## src/inband_pkg.sv

```systemverilog
package inband_pkg;

  // pclk rate and integration period of the code detectors
  localparam int unsigned CLK_HZ = 40_000_000;
  localparam int unsigned INTEG_MS = 48;
  localparam int unsigned INTEG_CYCLES = INTEG_MS * (CLK_HZ / 1000);
  localparam int unsigned INTEG_W = 21;

  // a period passes when at most win_cnt >> MIS_SHIFT windows mismatch
  localparam int unsigned MIS_SHIFT = 2;

  // register indexes; the apb byte address is four times the index
  localparam logic [7:0] IDX_CTRL3 = 8'h03;
  localparam logic [7:0] IDX_LEN_CTRL = 8'h12;
  localparam logic [7:0] IDX_TX_PAT = 8'h13;
  localparam logic [7:0] IDX_UP_DEF = 8'h14;
  localparam logic [7:0] IDX_DN_DEF = 8'h15;
  localparam logic [7:0] IDX_STATUS = 8'h20;
  localparam logic [7:0] IDX_MASK = 8'h21;
  localparam logic [7:0] IDX_LIVE = 8'h22;

  // field positions
  localparam int unsigned TX_LEN_HI = 7;
  localparam int unsigned TX_LEN_LO = 6;
  localparam int unsigned UP_LEN_MSB = 5;
  localparam int unsigned UP_LEN_LSB = 3;
  localparam int unsigned DN_LEN_MSB = 2;
  localparam int unsigned DN_LEN_LSB = 0;
  localparam int unsigned CTRL3_TX_EN_BIT = 1;
  localparam int unsigned CTRL3_FBIT_OFF_BIT = 0;
  localparam int unsigned STAT_UP_BIT = 7;
  localparam int unsigned STAT_DN_BIT = 6;

  // reset values
  localparam logic [7:0] RST_LEN_CTRL = 8'h00;
  localparam logic [7:0] RST_TX_PAT = 8'h00;
  localparam logic [7:0] RST_DEF = 8'h00;
  localparam logic [1:0] RST_CTRL3 = 2'h0;
  localparam logic [7:0] RST_STATUS = 8'h00;
  localparam logic [7:0] RST_MASK = 8'h00;

  typedef enum logic [1:0] {
    TXLEN_5 = 2'b00,
    TXLEN_6 = 2'b01,
    TXLEN_7 = 2'b10,
    TXLEN_8 = 2'b11
  } tx_len_e;

  typedef struct packed {
    logic [7:0] code;
    logic [2:0] len_sel;
  } det_cfg_s;

endpackage : inband_pkg

```

## src/inband_code_detect.sv

```systemverilog
`timescale 1ns/1ps
`default_nettype none

module inband_code_detect (
  // clock and reset
  input wire logic pclk,
  input wire logic presetn,
  // received line bits
  input wire logic bit_valid,
  input wire logic bit_in,
  // code definition and integration timing
  input wire inband_pkg::det_cfg_s cfg,
  input wire logic period_end,
  // one-cycle pulse: code held for a whole period
  output logic hit,
  // level: last period passed
  output logic present
);

  logic [7:0] hist;
  logic [7:0] next_hist;
  logic [3:0] len;
  logic win_ok;
  logic [inband_pkg::INTEG_W-1:0] win_cnt;
  logic [inband_pkg::INTEG_W-1:0] mis_cnt;

  // true when the last l bits equal some rotation of the first l code bits;
  // rotations make the check independent of where the code phase lands
  function automatic logic rot_match(input logic [7:0] w, input logic [7:0] c,
                                     input logic [3:0] l);
    logic found;
    logic ok;
    int k;
    found = 1'b0;
    for (int r = 0; r < 8; r++) begin
      ok = 1'b0;
      if (r < int'(l)) begin
        ok = 1'b1;
        for (int i = 0; i < 8; i++) begin
          if (i < int'(l)) begin
            k = i + r;
            if (k >= int'(l)) begin
              k = k - int'(l);
            end
            if (w[int'(l) - 1 - i] != c[7 - k]) begin
              ok = 1'b0;
            end
          end
        end
      end
      found = found | ok;
    end
    return found;
  endfunction : rot_match

  assign len = {1'b0, cfg.len_sel} + 4'd1;
  assign next_hist = {hist[6:0], bit_in};
  // code msb first, tail bits ignored
  assign win_ok = rot_match(next_hist, cfg.code, len);

  always_ff @(posedge pclk or negedge presetn) begin
    if (!presetn) begin
      hist <= 8'h00;
    end else if (bit_valid) begin
      hist <= next_hist;
    end
  end

  always_ff @(posedge pclk or negedge presetn) begin
    if (!presetn) begin
      win_cnt <= '0;
      mis_cnt <= '0;
    end else if (period_end) begin
      win_cnt <= '0;
      mis_cnt <= '0;
    end else if (bit_valid) begin
      win_cnt <= win_cnt + 1'b1;
      if (!win_ok) begin
        mis_cnt <= mis_cnt + 1'b1;
      end
    end
  end

  always_ff @(posedge pclk or negedge presetn) begin
    if (!presetn) begin
      hit <= 1'b0;
      present <= 1'b0;
    end else begin
      hit <= period_end && (win_cnt != '0) && (mis_cnt <= (win_cnt >> inband_pkg::MIS_SHIFT));
      if (period_end) begin
        present <= (win_cnt != '0) && (mis_cnt <= (win_cnt >> inband_pkg::MIS_SHIFT));
      end
    end
  end
endmodule : inband_code_detect

`default_nettype wire

```

## src/inband_loop_code_gen_detect.sv

```systemverilog
// Chosen here: the APB register port.
`timescale 1ns/1ps
`default_nettype none

// Overview of operation
// - generate and detect repeating patterns of one to eight bits
// - tx length from length control bits 7:6, pattern from tx pattern register
// - tx length 00=5, 01=6/3, 10=7, 11=8/4/2/1 bits
// - pattern sent continuously while control-3 bit 1 is set
// - framing bit overwrites pattern each 193 bits unless insertion is off
// - pattern bit 7 goes first, then lower bits descending
// - unused low pattern bits are ignored for lengths 5, 6, 7
// - two independent detectors, loop-up and loop-down, each own definition
// - up length from bits 5:3, down length from bits 2:0
// - receive length equals field value plus one
// - detect framed or unframed input with error rate up to 1e-2
// - after about 48 ms of code set status bit 7 (up) or 6 (down)
// - definition bit 7 is first; bits past length are don't care
module inband_loop_code_gen_detect #(
  parameter int unsigned integ_cycles = inband_pkg::INTEG_CYCLES
) (
  // apb slave
  input wire logic pclk,
  input wire logic presetn,
  input wire logic psel,
  input wire logic penable,
  input wire logic pwrite,
  input wire logic [9:0] paddr,
  input wire logic [31:0] pwdata,
  output logic [31:0] prdata,
  output logic pready,
  output logic pslverr,
  // transmit bit stream from the formatter
  input wire logic tx_bit_req,
  input wire logic tx_payload_bit,
  input wire logic tx_fbit_pos,
  input wire logic tx_fbit,
  output logic tx_line_bit,
  output logic tx_line_strobe,
  // received line bits
  input wire logic rx_bit_valid,
  input wire logic rx_bit,
  // interrupt
  output logic irq
);

  logic [7:0] len_ctrl;
  logic [7:0] tx_pat;
  logic [7:0] up_def;
  logic [7:0] dn_def;
  logic [1:0] ctrl3;
  logic [7:0] status;
  logic [7:0] mask;

  logic setup;
  logic wr_fire;
  logic mapped;
  logic [7:0] idx;
  logic [7:0] rd_val;

  inband_pkg::tx_len_e tx_len_mode;
  logic [3:0] tx_len;
  logic [2:0] tx_phase;
  logic tx_last;
  logic pat_bit;
  logic loop_en;
  logic fbit_off;

  logic [inband_pkg::INTEG_W-1:0] per_cnt;
  logic period_end;
  inband_pkg::det_cfg_s cfg [2];
  logic [1:0] hit;
  logic [1:0] present;
  logic [7:0] status_set;
  logic status_wr;
  logic irq_src;

  // apb slave
  assign setup = psel & ~penable;
  assign idx = paddr[9:2];
  // an unmapped access answers with pslverr and writes nothing
  assign wr_fire = psel & penable & pwrite & pready & ~pslverr;

  always_comb begin
    rd_val = 8'h00;
    mapped = 1'b1;
    if (idx == inband_pkg::IDX_CTRL3) begin
      rd_val = {6'h00, ctrl3};
    end else if (idx == inband_pkg::IDX_LEN_CTRL) begin
      rd_val = len_ctrl;
    end else if (idx == inband_pkg::IDX_TX_PAT) begin
      rd_val = tx_pat;
    end else if (idx == inband_pkg::IDX_UP_DEF) begin
      rd_val = up_def;
    end else if (idx == inband_pkg::IDX_DN_DEF) begin
      rd_val = dn_def;
    end else if (idx == inband_pkg::IDX_STATUS) begin
      rd_val = status;
    end else if (idx == inband_pkg::IDX_MASK) begin
      rd_val = mask;
    end else if (idx == inband_pkg::IDX_LIVE) begin
      // up presence sits above down presence, as in the status layout
      rd_val = {present[0], present[1], 3'h0, tx_phase};
    end else begin
      mapped = 1'b0;
    end
  end

  // one access cycle: data and ready are prepared during setup
  always_ff @(posedge pclk or negedge presetn) begin
    if (!presetn) begin
      pready <= 1'b0;
      pslverr <= 1'b0;
      prdata <= 32'h0000_0000;
    end else begin
      pready <= setup;
      pslverr <= setup & ~mapped;
      if (setup) begin
        prdata <= {24'h00_0000, rd_val};
      end
    end
  end

  // configuration registers
  always_ff @(posedge pclk or negedge presetn) begin
    if (!presetn) begin
      len_ctrl <= inband_pkg::RST_LEN_CTRL;
      tx_pat <= inband_pkg::RST_TX_PAT;
      up_def <= inband_pkg::RST_DEF;
      dn_def <= inband_pkg::RST_DEF;
      ctrl3 <= inband_pkg::RST_CTRL3;
      mask <= inband_pkg::RST_MASK;
    end else if (wr_fire) begin
      if (idx == inband_pkg::IDX_LEN_CTRL) begin
        len_ctrl <= pwdata[7:0];
      end else if (idx == inband_pkg::IDX_TX_PAT) begin
        tx_pat <= pwdata[7:0];
      end else if (idx == inband_pkg::IDX_UP_DEF) begin
        up_def <= pwdata[7:0];
      end else if (idx == inband_pkg::IDX_DN_DEF) begin
        dn_def <= pwdata[7:0];
      end else if (idx == inband_pkg::IDX_CTRL3) begin
        ctrl3 <= pwdata[1:0];
      end else if (idx == inband_pkg::IDX_MASK) begin
        mask <= pwdata[7:0];
      end
    end
  end

  // transmit code generator
  assign loop_en = ctrl3[inband_pkg::CTRL3_TX_EN_BIT];
  assign fbit_off = ctrl3[inband_pkg::CTRL3_FBIT_OFF_BIT];
  assign tx_len_mode = inband_pkg::tx_len_e'(len_ctrl[inband_pkg::TX_LEN_HI:inband_pkg::TX_LEN_LO]);

  // short codes repeat inside 6 or 8
  always_comb begin
    case (tx_len_mode)
      inband_pkg::TXLEN_5: tx_len = 4'd5;
      inband_pkg::TXLEN_6: tx_len = 4'd6;
      inband_pkg::TXLEN_7: tx_len = 4'd7;
      default: tx_len = 4'd8;
    endcase
  end

  assign pat_bit = tx_pat[3'd7 - tx_phase];
  assign tx_last = ({1'b0, tx_phase} >= (tx_len - 4'd1));

  always_ff @(posedge pclk or negedge presetn) begin
    if (!presetn) begin
      tx_phase <= 3'd0;
      tx_line_bit <= 1'b0;
      tx_line_strobe <= 1'b0;
    end else begin
      tx_line_strobe <= tx_bit_req;
      if (!loop_en) begin
        tx_phase <= 3'd0;
      end
      if (tx_bit_req) begin
        if (!loop_en) begin
          tx_line_bit <= tx_payload_bit;
        end else begin
          if (tx_fbit_pos && !fbit_off) begin
            tx_line_bit <= tx_fbit;
          end else begin
            tx_line_bit <= pat_bit;
          end
          // the overwritten bit still consumes a pattern slot
          tx_phase <= tx_last ? 3'd0 : tx_phase + 3'd1;
        end
      end
    end
  end

  // receive code detectors
  // shared integration timer
  always_ff @(posedge pclk or negedge presetn) begin
    if (!presetn) begin
      per_cnt <= '0;
      period_end <= 1'b0;
    end else if (per_cnt == '0) begin
      per_cnt <= inband_pkg::INTEG_W'(integ_cycles - 1);
      period_end <= 1'b1;
    end else begin
      per_cnt <= per_cnt - 1'b1;
      period_end <= 1'b0;
    end
  end

  assign cfg[0] = '{code: up_def,
                    len_sel: len_ctrl[inband_pkg::UP_LEN_MSB:inband_pkg::UP_LEN_LSB]};
  assign cfg[1] = '{code: dn_def,
                    len_sel: len_ctrl[inband_pkg::DN_LEN_MSB:inband_pkg::DN_LEN_LSB]};

  for (genvar g = 0; g < 2; g++) begin : g_det
    inband_code_detect u_det (
      .pclk(pclk),
      .presetn(presetn),
      .bit_valid(rx_bit_valid),
      .bit_in(rx_bit),
      .cfg(cfg[g]),
      .period_end(period_end),
      .hit(hit[g]),
      .present(present[g])
    );
  end

  // status and interrupt
  always_comb begin
    status_set = 8'h00;
    status_set[inband_pkg::STAT_UP_BIT] = hit[0];
    status_set[inband_pkg::STAT_DN_BIT] = hit[1];
  end

  assign status_wr = wr_fire && (idx == inband_pkg::IDX_STATUS);

  // sticky, write one clears, set wins
  always_ff @(posedge pclk or negedge presetn) begin
    if (!presetn) begin
      status <= inband_pkg::RST_STATUS;
    end else begin
      status <= (status & ~(status_wr ? pwdata[7:0] : 8'h00)) | status_set;
    end
  end

  assign irq_src = |(status & mask);

  always_ff @(posedge pclk or negedge presetn) begin
    if (!presetn) begin
      irq <= 1'b0;
    end else begin
      irq <= irq_src;
    end
  end
endmodule : inband_loop_code_gen_detect

`default_nettype wire

```

## config.mk

```make
export PLATFORM = sky130hd
export DESIGN_NAME = inband_loop_code_gen_detect
export DESIGN_NICKNAME = d
export VERILOG_FILES = /design/src/inband_pkg.sv /design/src/inband_code_detect.sv /design/src/inband_loop_code_gen_detect.sv
export SDC_FILE = /design/constraint.sdc
export NUM_CORES = 1
export LEC_CHECK = 0
export ABC_AREA = 1
export BUFFER_PORTS_ARGS = -buffer_cell sky130_fd_sc_hd__buf_4
export CORE_UTILIZATION = 58
export CTS_BUF_LIST = sky130_fd_sc_hd__clkbuf_8
export CTS_CLUSTER_DIAMETER = 100
export DETAILED_ROUTE_END_ITERATION = 16
export PLACE_DENSITY_LB_ADDON = 0.05
export SYNTH_ARGS = -nofsm -noshare
export SYNTH_HDL_FRONTEND = slang
export SYNTH_SLANG_ARGS = --single-unit
export TNS_END_PERCENT = 5
```

## constraint.sdc

```tcl
create_clock -name pclk -period 2.8 [get_ports pclk]
set_clock_uncertainty 0.05 [all_clocks]
set_input_delay 0.56 -clock pclk [delete_from_list [all_inputs] [get_ports pclk]]
set_output_delay 0.56 -clock pclk [all_outputs]
set_load 0.03 [all_outputs]
```

=== Yosys cells after proc, flatten, opt, wreduce, memory -nomap -nowiden ===
Index checks and enable logic that the tools add are counted.

* Bits in registers: 190
* Word-level logic and storage cells: 1615

* Add/sub/neg operators: 184
* Order comparisons: 194
* Equal/unequal tests: 140
* Mux-type cells: 1016
* Bitwise logic cells: 32
* Reduce and logical (&&, ||, !) cells: 23

{| class="wikitable"
|+ Operators by type and width
! operator !! count
|-
| $mux W32 || 270
|-
| $lt A32 B5 Y1 const B || 144
|-
| $sub A4 B32 Y32 const A || 128
|-
| $mux W1 || 576
|-
| $bmux W1 S3 || 145
|-
| $sub A32 B4 Y32 const B || 8
|-
| $mux W21 || 11
|-
| $ne A1 B1 Y1 || 128
|-
| $sub A32 B3 Y32 const B || 4
|-
| $add A21 B1 Y21 const B || 4
|-
| $mux W8 || 9
|-
| $sub A4 B4 Y5 const A || 14
|-
| $sub A32 B2 Y32 const B || 2
|-
| $ge A4 B4 Y1 const A || 14
|-
| $le A21 B19 Y1 || 2
|-
| $reduce_bool A21 Y1 || 2
|-
| $sub A3 B4 Y5 const A || 8
|-
| $eq A8 B5 Y1 const B || 4
|-
| $ge A3 B4 Y1 const A || 8
|-
| $lt A3 B4 Y1 const A || 8
|-
| $eq A8 B6 Y1 const B || 3
|-
| $logic_not A21 Y1 || 1
|-
| $sub A21 B1 Y21 const B || 1
|-
| $sub A1 B4 Y5 const A || 4
|-
| other kinds (35) || 91
|}

=== Depth between registers and ports, before layout ===
Gate-level depths: netlist of the first run.

* Depth after elaboration: 38
* Depth in mapped cells: 28

=== Hierarchy ===
A second synthesis of the first run with hierarchy kept.

* Cell total of the unflattened synthesis: 2740
* Area total of the unflattened synthesis: 17195.2 um^2

{| class="wikitable"
|+ By module, submodules not included
! module !! instances !! cells an instance !! area each (um^2) !! seq. area each (um^2)
|-
| inband_code_detect (g_det[0].u_det) || 1 || 1114 || 6394.9 || 1276.2
|-
| inband_code_detect (g_det[1].u_det) || 1 || 1056 || 6180.9 || 1276.2
|-
| inband_loop_code_gen_detect || 1 || 570 || 4619.4 || 2202.1
|}

=== Worst setup path after synthesis of the first run ===
Ideal clock, no wire load.

* Path kind: reg-to-reg
* From: reg len_ctrl[3]
* To: reg g_det[0].u_det.mis_cnt[1] (netlist name)
* Data arrival time: 2927 ps
* Data required time: 2632 ps
* Setup slack: -295 ps
* Stages on the path, launching flop included: 29
* Buffers on the path: 6
* Cell sequence: dfrtp_1 > inv_2 > buf_2 > buf_4 > ha_1 > buf_4 > inv_2 > buf_6 > nand2_2 > nand2_2 > buf_6 > nor2_1 > nand2_1 > nand2_1 > inv_1 > nand2_1 > nand2_2 > nand2_2 > nand2_1 > nand3_1 > o21ai_1 > inv_1 > nand2_1 > nand2_1 > nor2_1 > nand3_2 > buf_4 > nand3_1 > nand2_1

* Word-level cells in the longest chain between the ends: 37

{| class="wikitable"
|+ RTL lines
! item !! line !! RTL
|-
| from (decl) || inband_loop_code_gen_detect.sv:47 || <nowiki>logic [7:0] len_ctrl;</nowiki>
|-
| from (signal assigned) || inband_loop_code_gen_detect.sv:127 || <nowiki>len_ctrl <= inband_pkg::RST_LEN_CTRL;</nowiki>
|-
| from (signal assigned) || inband_loop_code_gen_detect.sv:135 || <nowiki>len_ctrl <= pwdata[7:0];</nowiki>
|-
| $add A3 B1 Y4 (*) || inband_code_detect.sv:56 || <nowiki>assign len = {1'b0, cfg.len_sel} + 4'd1;</nowiki>
|-
| $sub A1 B4 Y5 / $ge A1 B4 Y1 (equally long branches) || inband_code_detect.sv:43, inband_code_detect.sv:42 ||
|-
| $mux W32 || inband_code_detect.sv:42 || <nowiki>if (k >= int'(l)) begin</nowiki>
|-
| $mux W32 || inband_code_detect.sv:40 || <nowiki>if (i < int'(l)) begin</nowiki>
|-
| $mux W32 || inband_code_detect.sv:37 || <nowiki>if (r < int'(l)) begin</nowiki>
|-
| $sub A4 B32 Y32 || inband_code_detect.sv:45 || <nowiki>if (w[int'(l) - 1 - i] != c[7 - k]) begin</nowiki>
|-
| $bmux W1 S3 || inband_code_detect.sv:45 ||
|-
| $mux W1 (implied by the code) (2 in series) || inband_code_detect.sv:45 ||
|-
| [... 15 more ...] || -- ||
|-
| $mux W1 || inband_code_detect.sv:40 ||
|-
| $mux W1 || inband_code_detect.sv:45 ||
|-
| $mux W1 || inband_code_detect.sv:40 ||
|-
| $mux W1 || inband_code_detect.sv:37 ||
|-
| $or A1 B1 Y1 (6 in series) || inband_code_detect.sv:51 || <nowiki>found = found | ok;</nowiki>
|-
| $or A1 B1 Y1 (*) || inband_code_detect.sv:51 ||
|-
| $ne A2 B2 Y1 (no line) (*) || -- ||
|-
| $reduce_and A2 Y1 (no line) (*) || -- ||
|-
| to (signal assigned) || inband_code_detect.sv:79 || <nowiki>mis_cnt <= mis_cnt + 1'b1;</nowiki>
|-
| to (decl) || inband_code_detect.sv:25 || <nowiki>logic [inband_pkg::INTEG_W-1:0] mis_cnt;</nowiki>
|}

Every way passes the cells marked *; elsewhere a longest branch is shown, timed or not. The select of a mux whose other input is x is not followed.
A chain may end at the register's enable or synchronous reset.

=== Final worst setup path of the first run ===
* From: reg len_ctrl[3]
* To: reg g_det[0].u_det.mis_cnt[16] (netlist name)

Same word-level chain as after synthesis.

==> results of run 1 <==
[power groups by stage]
stage          sequential, mW  clock (mW)  combinational, mW
2_1_floorplan            3.00           0               1.15
3_3_place_gp             3.05           0               1.69
3_5_place_dp             3.06           0               1.76
4_1_cts                  3.01        1.94               1.83
5_1_grt                  3.03        2.04               2.11
6_report                 3.01        1.93               1.89
[placed cells by master, fill, tap and decap left out, types with 5 or more instances in the layout]
cell	Yosys	layout
xnor2_1	13	13
buf_12	0	19
nand2_2	48	74
o22ai_1	5	5
clkinv_8	0	6
nand4_1	63	63
o21ai_2	6	9
a21oi_1	78	76
inv_2	29	31
nand2_1	863	802
buf_6	16	16
conb_1	1	24
nand3_2	26	56
o21ai_1	16	17
nor2_4	6	12
ha_1	61	54
clkbuf_8	0	18
inv_1	260	248
a211oi_1	11	11
o21ai_4	3	7
xor2_1	46	46
nor2_1	219	195
nand3_1	364	331
buf_4	41	319
dfrtp_1	183	181
o211ai_1	6	6
nand2_8	0	5
inv_6	0	6
o21ai_0	154	146
nor2_2	4	22
nor3_1	33	32
nand2_4	4	40
nor4_1	21	21
inv_4	0	9
[kinds of logic (layout without fill, tap and decap cells)]
kind of cell / after synthesis / count (layout) / share of synthesized area [%]
AO/OA/AOI/OAI: 301 / 301 / 10.1
XOR/XNOR: 59 / 59 / 3.11
adder cells (fa/ha/maj): 61 / 61 / 4.59
buffers and inverters: 381 / 684 / 10.3
flip-flops: 183 / 183 / 27.5
multiplexers: 1 / 1 / 0.0677
other: 1 / 24 / 0.0225
AND/OR/NAND/NOR: 1663 / 1669 / 44.2
[worst max-delay path, delay by kind of cell (launching register included)]
kind | cells | cell delay (ns)
AND/OR/NAND/NOR | 13 | 1.27
flip-flops | 1 | 0.48
AO/OA/AOI/OAI | 1 | 0.15
adder cells (fa/ha/maj) | 1 | 0.22
buffers and inverters | 7 | 0.82
[synthesized netlist by cell type, types with 3 or more instances]
master | n | area (um2)
a211oi_1 | 11 | 82.6
a21oi_1 | 78 | 390
a221oi_1 | 4 | 35.0
buf_2 | 11 | 55.1
buf_4 | 41 | 308
buf_6 | 16 | 180
clkbuf_1 | 23 | 86.3
dfrtp_1 | 183 | 4580
ha_1 | 61 | 763
inv_1 | 260 | 976
inv_2 | 29 | 109
nand2_1 | 863 | 3240
nand2_2 | 48 | 300
nand2_4 | 4 | 45.0
nand3_1 | 364 | 1820
nand3_2 | 26 | 260
nand4_1 | 63 | 394
nor2_1 | 219 | 822
nor2_2 | 4 | 25.0
nor2_4 | 6 | 67.6
nor3_1 | 33 | 165
nor4_1 | 21 | 131
o2111ai_1 | 3 | 26.3
o211ai_1 | 6 | 45.0
o21ai_0 | 154 | 771
o21ai_1 | 16 | 80.1
o21ai_2 | 6 | 52.6
o21ai_4 | 3 | 48.8
o22ai_1 | 5 | 31.3
o31ai_1 | 3 | 22.5
or2_2 | 3 | 18.8
xnor2_1 | 13 | 114
xor2_1 | 46 | 403
[registers in the layout, indices dropped and copies added, names as in the netlist, 2 cells and up]
| register | count |
|---|---|
| mask | 8 |
| dn_def | 8 |
| up_def | 8 |
| ctrl3 | 2 |
| per_cnt | 21 |
| g_det.u_det.win_cnt | 42 |
| len_ctrl | 8 |
| g_det.u_det.present | 2 |
| tx_phase | 3 |
| g_det.u_det.hist | 7 |
| status | 8 |
| tx_pat | 8 |
| g_det.u_det.hit | 2 |
| g_det.u_det.mis_cnt | 42 |
| prdata | 8 |
[metrics by stage]
step	util, %	hold WS (ns)	power [mW]	instances
CTS	73.2	0.170	6.78	3349
global route	75.0	0.179	7.18	3360
global placement	68.7	0.369	4.74	3283
floorplan	-	0.214	4.15	2673
detailed placement	68.7	0.369	4.81	3283
finish	75.0	0.189	6.83	3360
[routing by layer]
layer / part of all wire, % / routed length [um]
met3: 8.8 / 4920
met5: 0 / 0
met2: 46 / 26000
met4: 3.1 / 1720
met1: 42 / 23500
[layout make-up]
type,count,area [um2],share of cell area [%]
repair buffers,362,3120,14.9
well taps,378,473,2.25
clock inverters,15,203,0.965
clock buffers,17,234,1.11
inverters,290,1120,5.31
flip-flops and latches,183,4580,21.8
multi-input cells,2115,11300,53.7
[worst min path at each step]
stage	slack, ns	startpoint	end	depth (start not counted)
after floorplan	0.21	presetn	ctrl3[0]$_DFFE_PN0P_	0
after global placement	0.37	g_det[1].u_det.hit$_DFF_PN0_	status[6]$_DFF_PN0_	2
after detailed placement	0.37	g_det[1].u_det.hit$_DFF_PN0_	status[6]$_DFF_PN0_	2
after CTS	0.17	tx_bit_req	tx_line_strobe$_DFF_PN0_	1
after global routing	0.18	tx_bit_req	tx_line_strobe$_DFF_PN0_	1
final	0.19	tx_bit_req	tx_line_strobe$_DFF_PN0_	1
[what timing repair did]
action,CTS,global route
pin swaps,46,23
setup endpoints to repair,42,43
hold endpoints to repair,1,0
hold buffers,1,0
setup buffers,26,7
gates resized for setup,137,101
gates cloned,7,4
==> flow_summary.json, run 1 <==
{
  "status": "complete, but fails checks",
  "failed_checks": "setup timing",
  "io_pins": 90,
  "p_comb_share_pct": 27.6,
  "dpl.hpwl_um": 41400,
  "synth_edf_count": 0,
  "gp_congestion": 1.03,
  "cts.sinks": 183,
  "slowest_stage": "dfrtp_2",
  "grt_use_met1_pct": 51.5,
  "powerDensity_nw_per_um2": 325,
  "wl_per_cell_um": 16.7,
  "io_buffers": 39,
  "start_util_pct": 59.4,
  "r2r_end": "g_det[0].u_det.mis_cnt[16]$_DFFE_PN0P_",
  "synth.distinct_cells": 50,
  "pwr-share-clk_pct": 28.3,
  "design_area_um2": 21000,
  "fp.dieH_um": 171,
  "reg2reg_depth": 22,
  "reg2reg_from": "len_ctrl[3]$_DFFE_PN0P_",
  "grt_pass1_wl_um": 88900,
  "rsz0062_at_grt": "true",
  "drt-initial-drc-count": 2232,
  "cts_buffers": 17,
  "critPathMaxStageDelay_ns": 0.48,
  "syn-cell-area_um2": 16600,
  "cp_max_fo": 6,
  "fin_nets": 3083,
  "grt_use_total_pct": 38.3,
  "ir_worst_vdd_v": 0.000593,
  "drc": 0,
  "synth-async-reset-ratio_pct": 100,
  "fmax_ghz": 0.322,
  "netlist_instances": 2650,
  "grtUsageMet2_pct": 62.1,
  "clk_latency_ns": 0.49,
  "tightest_slew_ns": 0.695,
  "start_kind": "register",
  "fillers": 2269,
  "max-cap-violations": 0,
  "crit_end": "g_det[0].u_det.mis_cnt[16]$_DFFE_PN0P_",
  "yosysSeqAreaShare_pct": 27.5,
  "tritoncts": "done",
  "top_usage_layer": "met2",
  "worst_slack_ns": -0.309,
  "die_w_um": 171,
  "preCtsSetupSlack_ns": -0.448,
  "coreArea_um2": 28000,
  "ant_nets": 0,
  "critPathKind": "reg2reg",
  "wirelength_um": 56200,
  "fin_crit_sh_pct": 111,
  "p_int_mw": 4.30,
  "routed_via_density": 5.78,
  "rrSetupSlack_ns": -0.31,
  "synth_ff_type": "dfrtp_1",
  "antenna_found_initial": 0,
  "maxSlewViolCount": 0,
  "hold_viol_final": 0,
  "post_dp_cell_area_um2": 19200,
  "cpMostUsedCell": "nand2_1",
  "relSlewSlack_pct": 53.3,
  "critical_path_arrival_ns": 3.44,
  "grt_pass1_vias": 17700,
  "hold_path.class": "in2reg",
  "clk_path_buf_depth": 2,
  "layout_min_cycle_time_ns": 3.11,
  "crit_path_start": "len_ctrl[3]$_DFFE_PN0P_",
  "timing.final.setup_violations": 42,
  "worstPathRequired_ns": 3.13,
  "first_pass_iters": 8,
  "critPathCaptureType": "register",
  "vias": 19400,
  "diodes": 0,
  "p_switching_mw": 2.53,
  "syn_avg_cell_area_um2": 6.28,
  "ys_ff_latch": 183,
  "root_buffer": "clkbuf_8",
  "layout-drive-gt1-share_pct": 22.8,
  "use_met3_pct": 5.98,
  "clkSlewWorstSetupHoldPaths_ns": 0.11,
  "switching_share_pct": 37.0,
  "p_leak_nw": 11.0,
  "path_cells": "inv_4 > ha_4 > inv_4 > buf_12 > nand2_8 > nand2_8 > nand2_2 > nand3_1 > nand2_4 > buf_4 > buf_4 > nand2_1 > nand2_1 > o21ai_1 > inv_1 > nand2_1 > nand2_1 > nor2_4 > nand3_4 > buf_12 > nand3_1 > nand2_1",
  "gr-total-overflow": 0,
  "grt_max_degree": 63,
  "seq_power_share_pct": 44.1,
  "dieArea_um2": 29400,
  "syn2layout_area_growth_pct": 26.2,
  "fin_setup_tns_ns": -10.15,
  "rows": 61,
  "ys_warn_count": 0,
  "h-tree-depth": 4
}
No activity file was read; power rests on OpenSTA's default activity.
==> run 2, diff against run 1 <==
--- a/config.mk
+++ b/config.mk
@@ -8,7 +8,7 @@
 export ABC_AREA = 1
 export BUFFER_PORTS_ARGS = -buffer_cell sky130_fd_sc_hd__buf_4
 export CORE_UTILIZATION = 58
-export CTS_BUF_LIST = sky130_fd_sc_hd__clkbuf_8
+export CTS_BUF_LIST = sky130_fd_sc_hd__clkbuf_2
 export CTS_CLUSTER_DIAMETER = 100
 export DETAILED_ROUTE_END_ITERATION = 16
 export PLACE_DENSITY_LB_ADDON = 0.05
==> flow_summary.json, run 2 (same netlist as run 1, synthesis figures left out) <==
{
  "powerDensity_nw_per_um2": 307,
  "grt_max_degree": 63,
  "p_leak_nw": 10.9,
  "gr-total-overflow": 0,
  "coreArea_um2": 28000,
  "ir_worst_vdd_v": 0.000531,
  "wirelength_um": 56700,
  "dieArea_um2": 29400,
  "layout_min_cycle_time_ns": 3.21,
  "grt_use_total_pct": 38.0,
  "critPathCaptureType": "register",
  "tritoncts": "done",
  "clk_latency_ns": 0.86,
  "slowest_stage": "dfrtp_2",
  "rsz0062_at_grt": "true",
  "critPathKind": "reg2reg",
  "fin_setup_tns_ns": -13.23,
  "drt-initial-drc-count": 2231,
  "gp_congestion": 1.03,
  "timing.final.setup_violations": 42,
  "fp.dieH_um": 171,
  "crit_family": "simple AND/OR/NAND/NOR gates",
  "max-cap-violations": 0,
  "critPathMaxStageDelay_ns": 0.52,
  "rows": 61,
  "layout_common_cells": "795 x nand2_1, 321 x nand3_1, 310 x buf_4",
  "fin_nets": 3083,
  "cp_num_buf_inv": 6,
  "start_util_pct": 59.4,
  "post_dp_cell_area_um2": 19200,
  "layout-drive-gt1-share_pct": 23.0,
  "cts_buffers": 17,
  "hold_viol_final": 0,
  "io_pins": 90,
  "reg_top3": "g_det.u_det.mis_cnt: 42 flops, g_det.u_det.win_cnt: 42 flops, per_cnt: 21 flops",
  "tightest_slew_ns": 0.710,
  "preCtsSetupSlack_ns": -0.448,
  "worst_slack_ns": -0.408,
  "h-tree-depth": 4,
  "failed_checks": "setup timing",
  "critical_path_arrival_ns": 3.97,
  "syn2layout_area_growth_pct": 25.8,
  "first_pass_iters": 7,
  "cp_max_fo": 10,
  "start_kind": "register",
  "path_cells": "inv_4 > ha_4 > inv_4 > buf_12 > nand2_8 > nand2_4 > nand2_2 > nand3_1 > nand2_4 > inv_4 > buf_4 > nand3_1 > nand3_2 > nand2_1 > nor2_1 > nor2_1 > nand3_2 > nor2_4 > clkbuf_16 > nand3_1 > nand2_1",
  "status": "complete, but fails checks",
  "relSlewSlack_pct": 52.3,
  "cts.sinks": 183,
  "dpl.hpwl_um": 41400,
  "ant_nets": 0,
  "hold_slack_ns": 0.0701,
  "worstPathRequired_ns": 3.56,
  "drc": 0,
  "holdPathStages": 5,
  "vias": 19400,
  "fmax_ghz": 0.312,
  "io_buffers": 39,
  "antenna_found_initial": 1,
  "design_area_um2": 20900,
  "clkSlewWorstSetupHoldPaths_ns": 0.30,
  "hold_path.class": "in2reg",
  "reg2reg_depth": 21,
  "clk_path_buf_depth": 2,
  "grt_pass1_wl_um": 87900,
  "path_depth": 21,
  "fin_crit_sh_pct": 115,
  "wl_per_cell_um": 16.9,
  "routed_via_density": 5.76,
  "rrSetupSlack_ns": -0.41,
  "maxSlewViolCount": 0,
  "grt_pass1_vias": 17400,
  "root_buffer": "clkbuf_2",
  "layout_commonest_cell": "nand2_1",
  "die_w_um": 171
}
## run 2: through the flow
stage	power [mW]	std cells	utilization [%]
after floorplan	4.15	2673	-
after global placement	4.74	3283	68.7
after detailed placement	4.81	3283	68.7
after CTS	6.36	3343	72.3
after global routing	6.77	3361	74.7
final	6.43	3361	74.7
## run 2: path summary, 6_finish.rpt
kind	start	to
worst max-delay path	len_ctrl[3]$_DFFE_PN0P_	g_det[0].u_det.mis_cnt[15]$_DFFE_PN0P_
worst min-delay path	tx_fbit	tx_line_bit$_DFFE_PN0P_
worst max register to register	len_ctrl[3]$_DFFE_PN0P_	g_det[0].u_det.mis_cnt[15]$_DFFE_PN0P_
worst min register to register	per_cnt[0]$_DFF_PN0_	per_cnt[0]$_DFF_PN0_
max in group asynchronous	presetn	g_det[0].u_det.mis_cnt[4]$_DFFE_PN0P_
min in group asynchronous	presetn	g_det[1].u_det.hist[0]$_DFFE_PN0P_
## run 2: repair_timing
action / CTS / global route
buffers inserted: 15 / 10
gates resized for setup: 120 / 139
gates cloned: 7 / 7
endpoints found under the setup margin: 42 / 44
pin swaps: 29 / 29
endpoints found under the hold margin: 73 / 0
hold buffers: 6 / 0
## run 2: tightest hold or removal path, stage by stage
cell      delay (ns)
buf_4           0.08
nand3_1         0.07
nand3_1         0.08
o211ai_1        0.07
o21ai_0         0.08
## run 2: cell type report
cell class              count  area, um2
clock buffers              17       85.1
multi-input cells        2119      11400
well taps                 378        473
diodes                      1       2.50
flip-flops and latches    183       4580
inverters                 290       1110
repair buffers            358       3080
fillers                  2292       7090
clock inverters            15        203
## run 2: per-layer routing
layer  up-vias  wire length [um]  track usage, %
met5         -                 0               0
met4         0              1710            13.4
met3       148              5120            6.49
met2       974             26200            61.4
met1      8924             23700            51.0
li1       9305                 -               -
## run 2: power by group
part / internal [mW] / leakage, nW / switching, mW
Combinational: 0.730 / 8.36 / 1.16
Clock: 0.401 / 0.165 / 1.12
Sequential: 2.80 / 2.40 / 0.218
Total: 3.93 / 10.9 / 2.49
==> run 3, diff against run 2 <==
--- a/config.mk
+++ b/config.mk
@@ -9,9 +9,10 @@
 export BUFFER_PORTS_ARGS = -buffer_cell sky130_fd_sc_hd__buf_4
 export CORE_UTILIZATION = 58
 export CTS_BUF_LIST = sky130_fd_sc_hd__clkbuf_2
-export CTS_CLUSTER_DIAMETER = 100
+export CTS_CLUSTER_DIAMETER = 150
 export DETAILED_ROUTE_END_ITERATION = 16
 export PLACE_DENSITY_LB_ADDON = 0.05
+export SETUP_SLACK_MARGIN = 0.4
 export SYNTH_ARGS = -nofsm -noshare
 export SYNTH_HDL_FRONTEND = slang
 export SYNTH_SLANG_ARGS = --single-unit
==> flow_summary.json, run 3 (same netlist as run 1, synthesis figures left out) <==
{
  "drt-initial-drc-count": 2183,
  "r2r_end": "g_det[0].u_det.mis_cnt[15]$_DFFE_PN0P_",
  "p_leak_nw": 11.0,
  "drc": 0,
  "path_depth": 18,
  "timing.final.setup_violations": 42,
  "start_kind": "register",
  "ant_nets": 0,
  "layout_min_cycle_time_ns": 3.21,
  "slowest_stage": "dfrtp_2",
  "rsz0062_at_grt": "true",
  "layout-drive-gt1-share_pct": 24.9,
  "p_int_mw": 3.95,
  "critPathMaxStageDelay_ns": 0.53,
  "fin_crit_sh_pct": 115,
  "hold_path.class": "in2reg",
  "antenna_found_initial": 1,
  "vias": 19500,
  "clk_latency_ns": 0.85,
  "top_layer": "met4",
  "p_comb_share_pct": 30.0,
  "reg_top3": "g_det.u_det.mis_cnt: 42 flops, g_det.u_det.win_cnt: 42 flops, per_cnt: 21 flops",
  "worstPathRequired_ns": 3.55,
  "cp_max_fo": 10,
  "crit_end": "g_det[0].u_det.mis_cnt[15]$_DFFE_PN0P_",
  "pwr-share-clk_pct": 23.3,
  "first_pass_iters": 8,
  "reg2reg_depth": 18,
  "critPathKind": "reg2reg",
  "critical_path_arrival_ns": 3.96,
  "tightest_slew_ns": 0.698,
  "final_cells": 3362,
  "rows": 61,
  "crit_family": "simple AND/OR/NAND/NOR gates",
  "gr-total-overflow": 0,
  "crit_path_start": "len_ctrl[3]$_DFFE_PN0P_",
  "wl_met1_um": 23500,
  "fin_setup_tns_ns": -12.99,
  "io_buffers": 39,
  "syn2layout_area_growth_pct": 28.2,
  "worst_slack_ns": -0.409,
  "gp_congestion": 1.03,
  "wirelength_um": 57500,
  "max-cap-violations": 0,
  "seq_power_share_pct": 46.7,
  "fin_nets": 3084,
  "relSlewSlack_pct": 53.0,
  "path_cells": "buf_6 > ha_4 > inv_6 > nand2_8 > buf_4 > nand3_2 > nand2_2 > o21ai_4 > nand2_4 > buf_4 > xor2_1 > nand2_1 > nand3_1 > nand4_1 > nor2_4 > clkbuf_16 > nand3_1 > nand2_1",
  "dpl.hpwl_um": 41400,
  "fp.dieH_um": 171,
  "dieArea_um2": 29400,
  "fmax_ghz": 0.312,
  "critPathCaptureType": "register",
  "switching_share_pct": 39.3,
  "routed_via_density": 5.80,
  "clk_path_buf_depth": 2,
  "die_w_um": 171,
  "cts_buffers": 17,
  "dp.cells": 3283,
  "design_area_um2": 21300,
  "io_pins": 90,
  "grt_max_degree": 63,
  "hold_viol_final": 0,
  "coreArea_um2": 28000,
  "maxSlewViolCount": 0,
  "powerDensity_nw_per_um2": 306,
  "grt_use_total_pct": 38.0,
  "reg2reg_from": "len_ctrl[3]$_DFFE_PN0P_",
  "root_buffer": "clkbuf_2",
  "post_dp_cell_area_um2": 19200,
  "grt_pass1_vias": 17400,
  "rrSetupSlack_ns": -0.41,
  "cts.sinks": 183,
  "clkSlewWorstSetupHoldPaths_ns": 0.30,
  "layout_commonest_cell": "nand2_1",
  "fillers": 2208,
  "met2_wirelength_um": 26300,
  "failed_checks": "setup timing",
  "status": "complete, but fails checks",
  "h-tree-depth": 4,
  "wl_met3_um": 5570,
  "grt_pass1_wl_um": 88000,
  "wl_per_cell_um": 17.1,
  "ir_worst_vdd_v": 0.000528,
  "p_switching_mw": 2.56,
  "cp_num_buf_inv": 5,
  "start_util_pct": 59.4,
  "layout_common_cells": "779 x nand2_1, 308 x buf_4, 306 x nand3_1",
  "tritoncts": "done"
}
[run 3: cell count changes in the layout (fill, tap and decap cells not counted), sizes merged]
cell	previous run	this run
buf	347	348
[run 3: cell type report]
class	instances	area (um2)	area share, %
clock inverter	15	203	0.951
clock buffer	17	85.1	0.399
antenna	1	2.50	0.0117
tap	378	473	2.22
timing repair buffer	359	3100	14.5
sequential	183	4580	21.5
multi-input combinational	2119	11800	55.1
inverter	290	1120	5.26
[run 3: worst min-delay path by stage]
| stage | start | slack, ns | cells past startpoint | to |
|---|---|---|---|---|
| after floorplan | presetn | 0.21 | 0 | ctrl3[0]$_DFFE_PN0P_ |
| after global placement | g_det[1].u_det.hit$_DFF_PN0_ | 0.37 | 2 | status[6]$_DFF_PN0_ |
| after detailed placement | g_det[1].u_det.hit$_DFF_PN0_ | 0.37 | 2 | status[6]$_DFF_PN0_ |
| after CTS | tx_fbit | 0.03 | 5 | tx_line_bit$_DFFE_PN0P_ |
| after global routing | pwdata[6] | 0.06 | 3 | mask[6]$_DFFE_PN0P_ |
| final | tx_fbit | 0.07 | 5 | tx_line_bit$_DFFE_PN0P_ |
[run 3: stage by stage]
stage	power (mW)	setup WS, ns	utilization, %	hold WS, ns
6_report	6.51	-0.409	76.1	0.0680
5_1_grt	6.86	-0.539	76.1	0.0551
4_1_cts	6.37	-0.318	72.4	0.0288
3_5_place_dp	4.81	-0.448	68.7	0.369
3_3_place_gp	4.74	-0.317	68.7	0.369
2_1_floorplan	4.15	-0.130	-	0.214
[run 3: power by group through the flow]
| stage | logic, mW | registers, mW | clock network [mW] |
|---|---|---|---|
| after global placement | 1.69 | 3.05 | 0 |
| final | 1.95 | 3.04 | 1.52 |
| after floorplan | 1.15 | 3.00 | 0 |
| after global routing | 2.17 | 3.06 | 1.63 |
| after detailed placement | 1.76 | 3.06 | 0 |
| after CTS | 1.82 | 3.02 | 1.54 |
[run 3: what timing repair did]
| action | 4_1_cts | 5_1_grt |
|---|---|---|
| setup endpoints to repair | 50 | 58 |
| cloned | 7 | 7 |
| endpoints found under the hold margin | 73 | 0 |
| hold buffers | 6 | 0 |
| pin swaps | 35 | 70 |
| resized for setup | 129 | 224 |
| setup buffers | 15 | 11 |
[run 3: worst register-to-register path, stage by stage (launching register included)]
cell and delay, ns:
dfrtp_2 0.53, buf_6 0.15, ha_4 0.19, inv_6 0.09
nand2_8 0.08, buf_4 0.15, nand3_2 0.13, nand2_2 0.14
o21ai_4 0.27, nand2_4 0.10, buf_4 0.14, xor2_1 0.15
nand2_1 0.08, nand3_1 0.10, nand4_1 0.15, nor2_4 0.28
clkbuf_16 0.22, nand3_1 0.08, nand2_1 0.10
[run 3: metal layers]
metal | up-vias | GRT usage, %
met5 | - | 0
met4 | 0 | 13.6
met3 | 186 | 6.40
met2 | 1002 | 61.5
met1 | 9022 | 51.1
li1 | 9306 | -
